==> config.mk <==
export PLATFORM = sky130hd
export DESIGN_NAME = fdh_hazard
export DESIGN_NICKNAME = d
export VERILOG_FILES = /design/src/rtl/fdh_pkg.sv /design/src/rtl/fdh_regfile.sv /design/src/rtl/fdh_hazard.sv
export SDC_FILE = /design/constraint.sdc
export NUM_CORES = 1
export LEC_CHECK = 0
export BUFFER_PORTS_ARGS = -buffer_cell sky130_fd_sc_hd__buf_2
export CORE_ASPECT_RATIO = 0.75
export CORE_UTILIZATION = 50
export CTS_BUF_LIST = sky130_fd_sc_hd__clkbuf_4
export DETAILED_ROUTE_END_ITERATION = 12
export GPL_TIMING_DRIVEN = 0
export HOLD_SLACK_MARGIN = 0.15
export PLACE_DENSITY = 0.72
export SLEW_MARGIN = 20
export SYNTH_ARGS = -nofsm -noshare
export SYNTH_HDL_FRONTEND = slang
export SYNTH_HIERARCHICAL = 1
export SYNTH_SLANG_ARGS = --single-unit
export TNS_END_PERCENT = 10
==> constraint.sdc <==
create_clock -name mclk -period 4.7 [get_ports mclk]
set_clock_uncertainty 0.2 [all_clocks]
set_input_delay 0.705 -clock mclk [delete_from_list [all_inputs] [get_ports mclk]]
set_output_delay 0.705 -clock mclk [all_outputs]
set_load 0.1 [all_outputs]
==> src/rtl/fdh_pkg.sv <==
// Package: constants and carriers for the float delay-slot hazard logic
package fdh_pkg;

   localparam int REG_W   = 3;
   localparam int DATA_W  = 32;
   localparam int NUM_REG = 8;
   localparam logic [DATA_W-1:0] REG_RST = 32'h0000_0000;

   typedef enum logic [3:0] {
      FDH_NOP,
      FDH_MUL,
      FDH_ADD,
      FDH_SUB,
      FDH_RECIP,
      FDH_MAC,
      FDH_CONV,
      FDH_MIN,
      FDH_MAX,
      FDH_CMP,
      FDH_LOAD,
      FDH_STORE,
      FDH_NEG,
      FDH_ABS,
      FDH_FLAGS
   } fdh_op_e;

   // One operation half
   typedef struct packed {
      logic                  valid;
      fdh_op_e               op;
      logic                  wr_en;
      logic [REG_W-1:0]      dst;
      logic                  rd_a_en;
      logic [REG_W-1:0]      src_a;
      logic                  rd_b_en;
      logic [REG_W-1:0]      src_b;
      logic [DATA_W-1:0]     value;
   } fdh_half_s;

   // One issued instruction, up to two parallel halves
   typedef struct packed {
      fdh_half_s first;
      fdh_half_s second;
   } fdh_instr_s;

   typedef struct packed {
      logic slot_dst_clash;
      logic slot_src_clash;
      logic par_dst_clash;
      logic slot_flags_use;
   } fdh_err_s;

   // Math and conversion ops hold one delay slot
   function automatic logic fdh_needs_slot(input fdh_op_e op);
      case (op)
         FDH_MUL, FDH_ADD, FDH_SUB, FDH_RECIP, FDH_MAC, FDH_CONV:
            fdh_needs_slot = 1'b1;
         default:
            fdh_needs_slot = 1'b0;
      endcase
   endfunction

endpackage

==> src/rtl/fdh_regfile.sv <==
// Eight-word float register file with two write ports and registered reads
`timescale 1ns/1ps
`default_nettype none
module fdh_regfile
   import fdh_pkg::*;
(
   input  wire logic              mclk,
   input  wire logic              rstn,
   input  wire logic              we0,
   input  wire logic [REG_W-1:0]  wa0,
   input  wire logic [DATA_W-1:0] wd0,
   input  wire logic              we1,
   input  wire logic [REG_W-1:0]  wa1,
   input  wire logic [DATA_W-1:0] wd1,
   input  wire logic [REG_W-1:0]  ra,
   output logic      [DATA_W-1:0] rd
);

   typedef struct packed {
      logic [NUM_REG-1:0][DATA_W-1:0] mem;
      logic [DATA_W-1:0]              rd;
   } fdh_rf_s;

   fdh_rf_s s_q;
   fdh_rf_s s_d;

   always_comb begin
      s_d    = s_q;
      s_d.rd = s_q.mem[ra];
      if (we0) begin
         s_d.mem[wa0] = wd0;
      end
      if (we1) begin
         s_d.mem[wa1] = wd1;
      end
   end

   always_ff @(posedge mclk) begin
      if (!rstn) begin
         s_q <= '{mem: '{default: REG_RST}, rd: REG_RST};
      end else begin
         s_q <= s_d;
      end
   end

   assign rd = s_q.rd;

endmodule
`default_nettype wire

==> src/rtl/fdh_hazard.sv <==
// Delay-slot hazard checker and result write timing for float pipeline
`timescale 1ns/1ps
`default_nettype none
module fdh_hazard
   import fdh_pkg::*;
(
   input  wire logic              mclk,
   input  wire logic              rstn,
   input  wire fdh_instr_s        instr,
   input  wire logic [REG_W-1:0]  rd_addr,
   output logic      [DATA_W-1:0] rd_data,
   output fdh_err_s               err,
   output logic                   pend_busy,
   output logic [REG_W-1:0]       pend_dst
);

   // Pending two-cycle result and registered outputs
   typedef struct packed {
      logic              p_valid;
      logic [REG_W-1:0]  p_dst;
      logic [DATA_W-1:0] p_value;
      fdh_err_s          err;
   } fdh_st_s;

   fdh_st_s s_q;
   fdh_st_s s_d;

   // --------------------------------------------------------------------
   // Write ports
   // --------------------------------------------------------------------
   logic              we0;
   logic [REG_W-1:0]  wa0;
   logic [DATA_W-1:0] wd0;
   logic              we1;
   logic [REG_W-1:0]  wa1;
   logic [DATA_W-1:0] wd1;

   function automatic logic single_wr(input fdh_half_s h);
      single_wr = h.valid && h.wr_en && !fdh_needs_slot(h.op);
   endfunction

   function automatic logic slow_wr(input fdh_half_s h);
      slow_wr = h.valid && h.wr_en && fdh_needs_slot(h.op);
   endfunction

   function automatic logic reads_reg(input fdh_half_s h,
                                      input logic [REG_W-1:0] r);
      reads_reg = h.valid && ((h.rd_a_en && h.src_a == r) ||
                              (h.rd_b_en && h.src_b == r));
   endfunction

   // Halves of this issue that write in one cycle; a slow half waits
   logic [1:0]        fast;
   logic              slow_1;
   logic              slow_2;
   fdh_half_s         slow_h;
   logic              s_en;

   always_comb begin
      fast   = {single_wr(instr.second), single_wr(instr.first)};
      slow_1 = slow_wr(instr.first);
      slow_2 = slow_wr(instr.second);
      s_en   = slow_1 || slow_2;
      slow_h = slow_1 ? instr.first : instr.second;
      // Port 0: matured two-cycle result only; fast halves use port 1
      we0 = s_q.p_valid;
      wa0 = s_q.p_dst;
      wd0 = s_q.p_value;
      we1 = 1'b0;
      wa1 = '0;
      wd1 = '0;
      // First fast half, else the second, writes on port 1 this cycle, one ahead of a slow partner
      if (fast[0]) begin
         we1 = 1'b1;
         wa1 = instr.first.dst;
         wd1 = instr.first.value;
      end else if (fast[1]) begin
         we1 = 1'b1;
         wa1 = instr.second.dst;
         wd1 = instr.second.value;
      end
   end

   fdh_regfile u_rf (
      .mclk (mclk),
      .rstn (rstn),
      .we0  (we0),
      .wa0  (wa0),
      .wd0  (wd0),
      .we1  (we1),
      .wa1  (wa1),
      .wd1  (wd1),
      .ra   (rd_addr),
      .rd   (rd_data)
   );

   // --------------------------------------------------------------------
   // Hazard detection and pending slot
   // --------------------------------------------------------------------
   logic slot_hit_dst;
   logic slot_hit_src;
   logic par_clash;
   logic flag_in_slot;

   always_comb begin
      s_d = s_q;
      slot_hit_dst = s_q.p_valid &&
         ((instr.first.valid && instr.first.wr_en &&
           instr.first.dst == s_q.p_dst) ||
          (instr.second.valid && instr.second.wr_en &&
           instr.second.dst == s_q.p_dst));
      slot_hit_src = s_q.p_valid &&
         (reads_reg(instr.first, s_q.p_dst) ||
          reads_reg(instr.second, s_q.p_dst));
      par_clash = instr.first.valid && instr.second.valid &&
         instr.first.wr_en && instr.second.wr_en &&
         instr.first.dst == instr.second.dst;
      flag_in_slot = s_q.p_valid &&
         ((instr.first.valid && instr.first.op == FDH_FLAGS) ||
          (instr.second.valid && instr.second.op == FDH_FLAGS));
      s_d.err = '{slot_dst_clash: slot_hit_dst,
                  slot_src_clash: slot_hit_src,
                  par_dst_clash:  par_clash,
                  slot_flags_use: flag_in_slot};
      // One delay slot per issue with a math or conversion op; if both halves are slow, the first half's result is kept
      s_d.p_valid = s_en;
      s_d.p_dst   = s_en ? slow_h.dst : s_q.p_dst;
      s_d.p_value = s_en ? slow_h.value : s_q.p_value;
   end

   always_ff @(posedge mclk) begin
      if (!rstn) begin
         s_q <= '{p_valid: 1'b0, p_dst: '0, p_value: REG_RST, err: '0};
      end else begin
         s_q <= s_d;
      end
   end

   assign err       = s_q.err;
   assign pend_busy = s_q.p_valid;
   assign pend_dst  = s_q.p_dst;
endmodule
`default_nettype wire

### Yosys cells after proc, flatten, opt, wreduce, memory -nomap -nowiden

Cells that the tools add are included.

| cells by class | value |
|---|---|
| order comparisons | 5 |
| equal/unequal tests | 21 |
| muxes and demuxes | 19 |
| reductions and logical operators | 35 |

Operators with widths:

| kind | number |
|---|---|
| 256-bit bitwise mux | 2 |
| 256-bit 2-to-1 mux | 2 |
| 32-bit demux with 3-bit select | 2 |
| 32-bit 2-to-1 mux | 5 |
| 32-bit binary-select mux with 3-bit select | 1 |
| 43-bit 2-to-1 mux | 1 |
| 1-bit logical AND | 25 |
| 4-bit by 3-bit equality test with 1-bit output, second input constant | 6 |
| 3-bit equality test | 7 |
| 4-bit by 2-bit equality test with 1-bit output, second input constant | 4 |
| 3-bit by 4-bit < comparator with 1-bit output, second input constant | 3 |
| 6-bit OR reduction | 2 |
| 4-bit by 1-bit equality test with 1-bit output, second input constant | 2 |
| 4-bit equality test, second input constant | 2 |
| 3-bit by 1-bit greater-or-equal comparator with 1-bit output, second input constant | 2 |
| 1-bit logical OR | 6 |
| 3-bit 2-to-1 mux | 2 |
| 1-bit 2-to-1 mux | 4 |
| 1-bit logical NOT | 2 |

| word-level totals | value |
|---|---|
| register bits after elaboration | 328 |
| output and inout port bits | 40 |

### Depth between registers and ports, before layout

| logic depth | value |
|---|---|
| depth in word-level cells | 13 |
| mapped depth | 11 |

### Hierarchy

Netlist, hierarchy kept.

By module, submodules not included:

| module | instances | cells an instance | area each (um2) | seq. area each (um2) |
|---|---|---|---|---|
| fdh_regfile | 1 | 1770 | 14099.8 | 5765.5 |
| fdh_hazard | 1 | 300 | 2341.0 | 800.8 |

### Least setup slack after synthesis

OpenSTA, ideal clock, no wires.

| path | value |
|---|---|
| path type | input to register |
| from | input port instr[93] (netlist bit) |
| to | register u_rf/s_q[52] (netlist bit) |
| library setup time | 0.122 ns |
| arrival time | 2.912 ns |
| required time | 4.378 ns |
| path slack | 1.467 ns |
| stages | 11 |
| buffers on the path | 4 |
| cells stage by stage | or3_4 -> a31oi_4 -> nor3_4 -> buf_6 -> a22o_1 -> buf_2 -> or4b_1 -> buf_4 -> buf_6 -> o21ai_1 -> a31oi_1 |

| between the ends | value |
|---|---|
| cells in the longest elaborated chain, start to end | 12 |

RTL lines:

| element | line | source |
|---|---|---|
| start, declared | fdh_hazard.sv:9 | `input wire fdh_instr_s instr,` |
| 4-bit by 1-bit equality test with 1-bit output (tied with other cells) | fdh_pkg.sv:55 | `case (op)` |
| 6-bit OR reduction * | fdh_pkg.sv:55 |  |
| 1-bit 2-to-1 mux * | fdh_pkg.sv:55 |  |
| 1-bit logical NOT * | fdh_hazard.sv:39 | `single_wr = h.valid && h.wr_en && !fdh_needs_slot(h.op);` |
| 1-bit logical AND * | fdh_hazard.sv:39 |  |
| 3-bit 2-to-1 mux * | fdh_hazard.sv:73 | `if (fast[0]) begin` |
| named net wa1[1] | fdh_hazard.sv:35 | `logic [REG_W-1:0] wa1;` |
| 3-bit by 4-bit < comparator with 1-bit output (not written as such) / 3-bit by 1-bit greater-or-equal comparator with 1-bit output (equally long branches) | fdh_regfile.sv:34 | `s_d.mem[wa1] = wd1;` |
| 1-bit logical AND (not written as such) | fdh_regfile.sv:34 |  |
| 32-bit 2-to-1 mux (not written as such) | fdh_regfile.sv:34 |  |
| 32-bit demux with 3-bit select * | n/a |  |
| 256-bit bitwise mux * | fdh_regfile.sv:34 |  |
| 256-bit 2-to-1 mux * | fdh_regfile.sv:33 | `if (we1) begin` |
| end signal, assigned | fdh_regfile.sv:40 | `s_q <= '{mem: '{default: REG_RST}, rd: REG_RST};` |
| end signal, assigned | fdh_regfile.sv:42 | `s_q <= s_d;` |
| end, declared | fdh_regfile.sv:24 | `fdh_rf_s s_q;` |

The timed path passes the listed nets; every way through them passes the cells marked *.
A chain may end at the register's enable or synchronous reset.

### Final worst setup path

| path | value |
|---|---|
| from | input port instr[46] (netlist bit) |
| to | register u_rf/s_q[99] (netlist bit) |

| between the ends | value |
|---|---|
| cells in the longest elaborated chain, start to end | 13 |

RTL lines:

| element | line | source |
|---|---|---|
| 4-bit by 1-bit equality test with 1-bit output (tied with other cells) | fdh_pkg.sv:55 |  |
| 6-bit OR reduction * | fdh_pkg.sv:55 |  |
| 1-bit 2-to-1 mux * | fdh_pkg.sv:55 |  |
| 1-bit logical NOT * | fdh_hazard.sv:39 |  |
| 1-bit logical AND * | fdh_hazard.sv:39 |  |
| 3-bit 2-to-1 mux * | fdh_hazard.sv:77 | `end else if (fast[1]) begin` |
| 3-bit 2-to-1 mux * | fdh_hazard.sv:73 |  |
| named net wa1[0] | fdh_hazard.sv:35 |  |
| 3-bit by 4-bit < comparator with 1-bit output (not written as such) / 3-bit by 1-bit greater-or-equal comparator with 1-bit output (equally long branches) | fdh_regfile.sv:34 |  |
| 1-bit logical AND (not written as such) | fdh_regfile.sv:34 |  |
| 32-bit 2-to-1 mux (not written as such) | fdh_regfile.sv:34 |  |
| 32-bit demux with 3-bit select * | n/a |  |
| 256-bit bitwise mux * | fdh_regfile.sv:34 |  |
| 256-bit 2-to-1 mux * | fdh_regfile.sv:33 |  |

Marks and branches as above.

==> impl_metrics.json <==
{
  "outcome": "finished, final reports clean",
  "core-area_sq_mm": 0.03238,
  "grt_pass1_vias": 17020,
  "nets": 2476,
  "ys_seq_area_share_pct": 39.94,
  "layout_min_cycle_time_ns": 4.202,
  "final_cell_mix": "586 x nand2_1, 328 x dfxtp_1, 295 x o21ai_0",
  "grt_max_degree": 12,
  "clockBufferDepth": 3,
  "synth_top_area_cell": "dfxtp_1",
  "dp_hpwl_um": 45210,
  "fin_setup_tns_ns": 0,
  "worstSetupPathType": "in -> reg",
  "via_per_inst": 6.226,
  "hp-class": "in -> reg",
  "slew-limit-headroom_pct": 39.59,
  "dr.max_layer_used": "met4",
  "dp_cells": 2650,
  "drt_first_pass_iters": 6,
  "p_per_area_mw_per_mm2": 326.4,
  "cts-root-buf": "clkbuf_4",
  "finalInstanceArea_sq_mm": 0.01950,
  "routedWlPerCell_um": 21.94,
  "place_congestion": 0.9608,
  "min_path_cells": 4,
  "start_util_pct": 50.78,
  "worstPathArrival_ns": 4.64,
  "cp-end-kind": "flip-flop",
  "critPathMaxFanout": 10,
  "numCtsBuffers": 84,
  "syn-num-nets": 2173,
  "grt_pass1_wl_um": 95740,
  "drive_above_1_share_pct": 19.81,
  "r2r-end": "u_rf/s_q[230]",
  "instances_no_fill": 2871,
  "p_leak_nw": 7.112,
  "cts_tree": "built",
  "die_area_sq_mm": 0.03362,
  "cts_resized": 0,
  "min_to": "err[2]",
  "r2r_setup_slack_ns": 2.31,
  "chipHeight_um": 159.0,
  "reg2reg_from": "pend_dst[0]",
  "rows": 57,
  "wl_met3_um": 9392,
  "synth_area_sq_mm": 0.01644,
  "placed_cell_area_sq_mm": 0.01768,
  "setup.worst_path.start_class": "input port",
  "finalHoldViolCount": 0,
  "maxCapViolCount": 0,
  "syn2layout_area_growth_pct": 18.58,
  "met2WireLength_um": 26810,
  "ys_ff_latch": 328,
  "gr-total-overflow": 0,
  "initialDrtViolationCount": 2670,
  "htreeDepth": 3,
  "irDropWorstVdd_v": 0.0001992,
  "clk_latency_ns": 0.75,
  "io_buffers": 138,
  "yosys.cell_types.count": 43,
  "antenna_found_initial": 1,
  "routed_wirelength_um": 62980,
  "synthCells": 2070,
  "cts_sinks": 328,
  "pin_count": 143,
  "slew_viol_final": 0,
  "synth_edf_count": 0,
  "final_antenna_net_count": 0,
  "wl_met1_um": 25140,
  "crit_required_ns": 5.14,
  "worstHoldStart": "instr[97]",
  "synth_flop_cell": "dfxtp_1",
  "yosys_warnings": 6,
  "drcViolationCount": 0,
  "reg2reg_depth": 5,
  "vias": 17870,
  "synth.avg_cell_area_sq_um": 7.942,
  "fmax_ghz": 0.2380,
  "clk_pin_slew_worst_paths_ns": 0.07,
  "synthTopCellsByArea": "dfxtp_1 40%, nand2_1 13%, a31oi_1 11%, o21ai_0 9.0%, mux4_2 4.4%",
  "fin_crit_sh_pct": 89.40,
  "grtUsageTotal_pct": 36.71,
  "rsz0062_at_grt": "false",
  "die_x_um": 211.4,
  "yosys.area.top_type_share_pct": 39.94,
  "final_common_cell": "nand2_1",
  "worst_slew_pin_slew_ns": 0.9061,
  "setup_viol_count_final": 0,
  "async_reset_ff_share_pct": 0
}
[through the flow]
| stage | worst slack (ns) | power, mW | utilization, % | hold WS [ns] |
|---|---|---|---|---|
| detailed placement | 0.4940 | 3.876 | 54.62 | 0.2624 |
| global route | 0.4851 | 6.583 | 60.21 | 0.1962 |
| CTS | 0.7082 | 6.325 | 60.21 | 0.1669 |
| floorplan | 1.467 | 3.585 | - | 0.2397 |
| global placement | 0.6255 | 3.854 | 54.62 | 0.2554 |
| finish | 0.4981 | 6.363 | 60.21 | 0.2124 |
[critical path, stage by stage]
cell           delay (ns)
dlygate4sd3_1        0.53
buf_2                0.14
or3_4                0.39
and3b_4              0.21
nor3_4               0.37
buf_6                0.21
a22o_1               0.15
buf_2                0.17
nand4bb_1            0.13
clkbuf_1             0.64
clkbuf_1             0.60
o21ai_0              0.18
a31oi_1              0.22
[report_power, final]
group	switching [mW]	internal, mW
logic	0.646	0.332
registers	0.0582	2.88
clock network	1.21	1.24
total	1.91	4.45
[metal layers]
layer | vias to the layer above | GRT usage [%]
li1 | 7965 | -
met1 | 8321 | 50.52
met2 | 1421 | 54.52
met3 | 167 | 10.79
met4 | 0 | 12.81
met5 | - | 0.7184
[how the worst max path moves through the flow]
stage | startpoint | end | slack, ns | cells after the start
after floorplan | instr[93] | u_rf/s_q[52] | 1.47 | 11
after global placement | instr[46] | u_rf/s_q[170] | 0.63 | 12
after detailed placement | instr[46] | u_rf/s_q[99] | 0.49 | 12
after CTS | instr[46] | u_rf/s_q[99] | 0.71 | 13
after global routing | instr[46] | u_rf/s_q[99] | 0.49 | 13
final | instr[46] | u_rf/s_q[99] | 0.50 | 13
[state kept, by name, summed over array words and instances, names as in the netlist]
signal	cells
u_rf/rd	32
err	4
pend_dst	3
u_rf/s_q	256
pend_busy	1
wd0	32
[cell usage after synthesis (5+ instances only)]
cell type,count
nand2_1,586
mux2i_1,32
buf_2,52
a31oi_1,291
mux4_2,32
a22o_1,35
xnor2_1,18
nand4b_1,6
o21ai_0,295
nand4bb_1,6
buf_6,10
o21ai_1,27
dfxtp_1,328
mux2_2,32
a221oi_1,32
inv_1,33
buf_4,78
nand3_1,5
clkbuf_1,126
nand4_1,11
[layout make-up]
type / instances / area [sq um]
Fill cell: 2949 / 12880
Multi-Input combinational cell: 1442 / 8315
Sequential cell: 328 / 6566
Timing Repair Buffer: 217 / 1481
Buffer: 267 / 1435
Clock buffer: 123 / 923.4
Tap cell: 442 / 553.0
Inverter: 33 / 123.9
Clock inverter: 18 / 95.09
Antenna cell: 1 / 2.502
[cells by family after synthesis]
kind of cell | after synthesis | synth area share (%)
mux | 96 | 8.524
buf+inv | 300 | 9.482
compound gates | 688 | 24.87
flops | 328 | 39.94
xor+xnor | 21 | 1.119
simple gates | 637 | 16.07
[repair_timing]
item                       in CTS  in global routing
hold endpoints to repair       40                  0
hold buffers                   79                  0
setup endpoints to repair       0                  0
buffers inserted                0                  0
(Power assumes the default switching activity.)
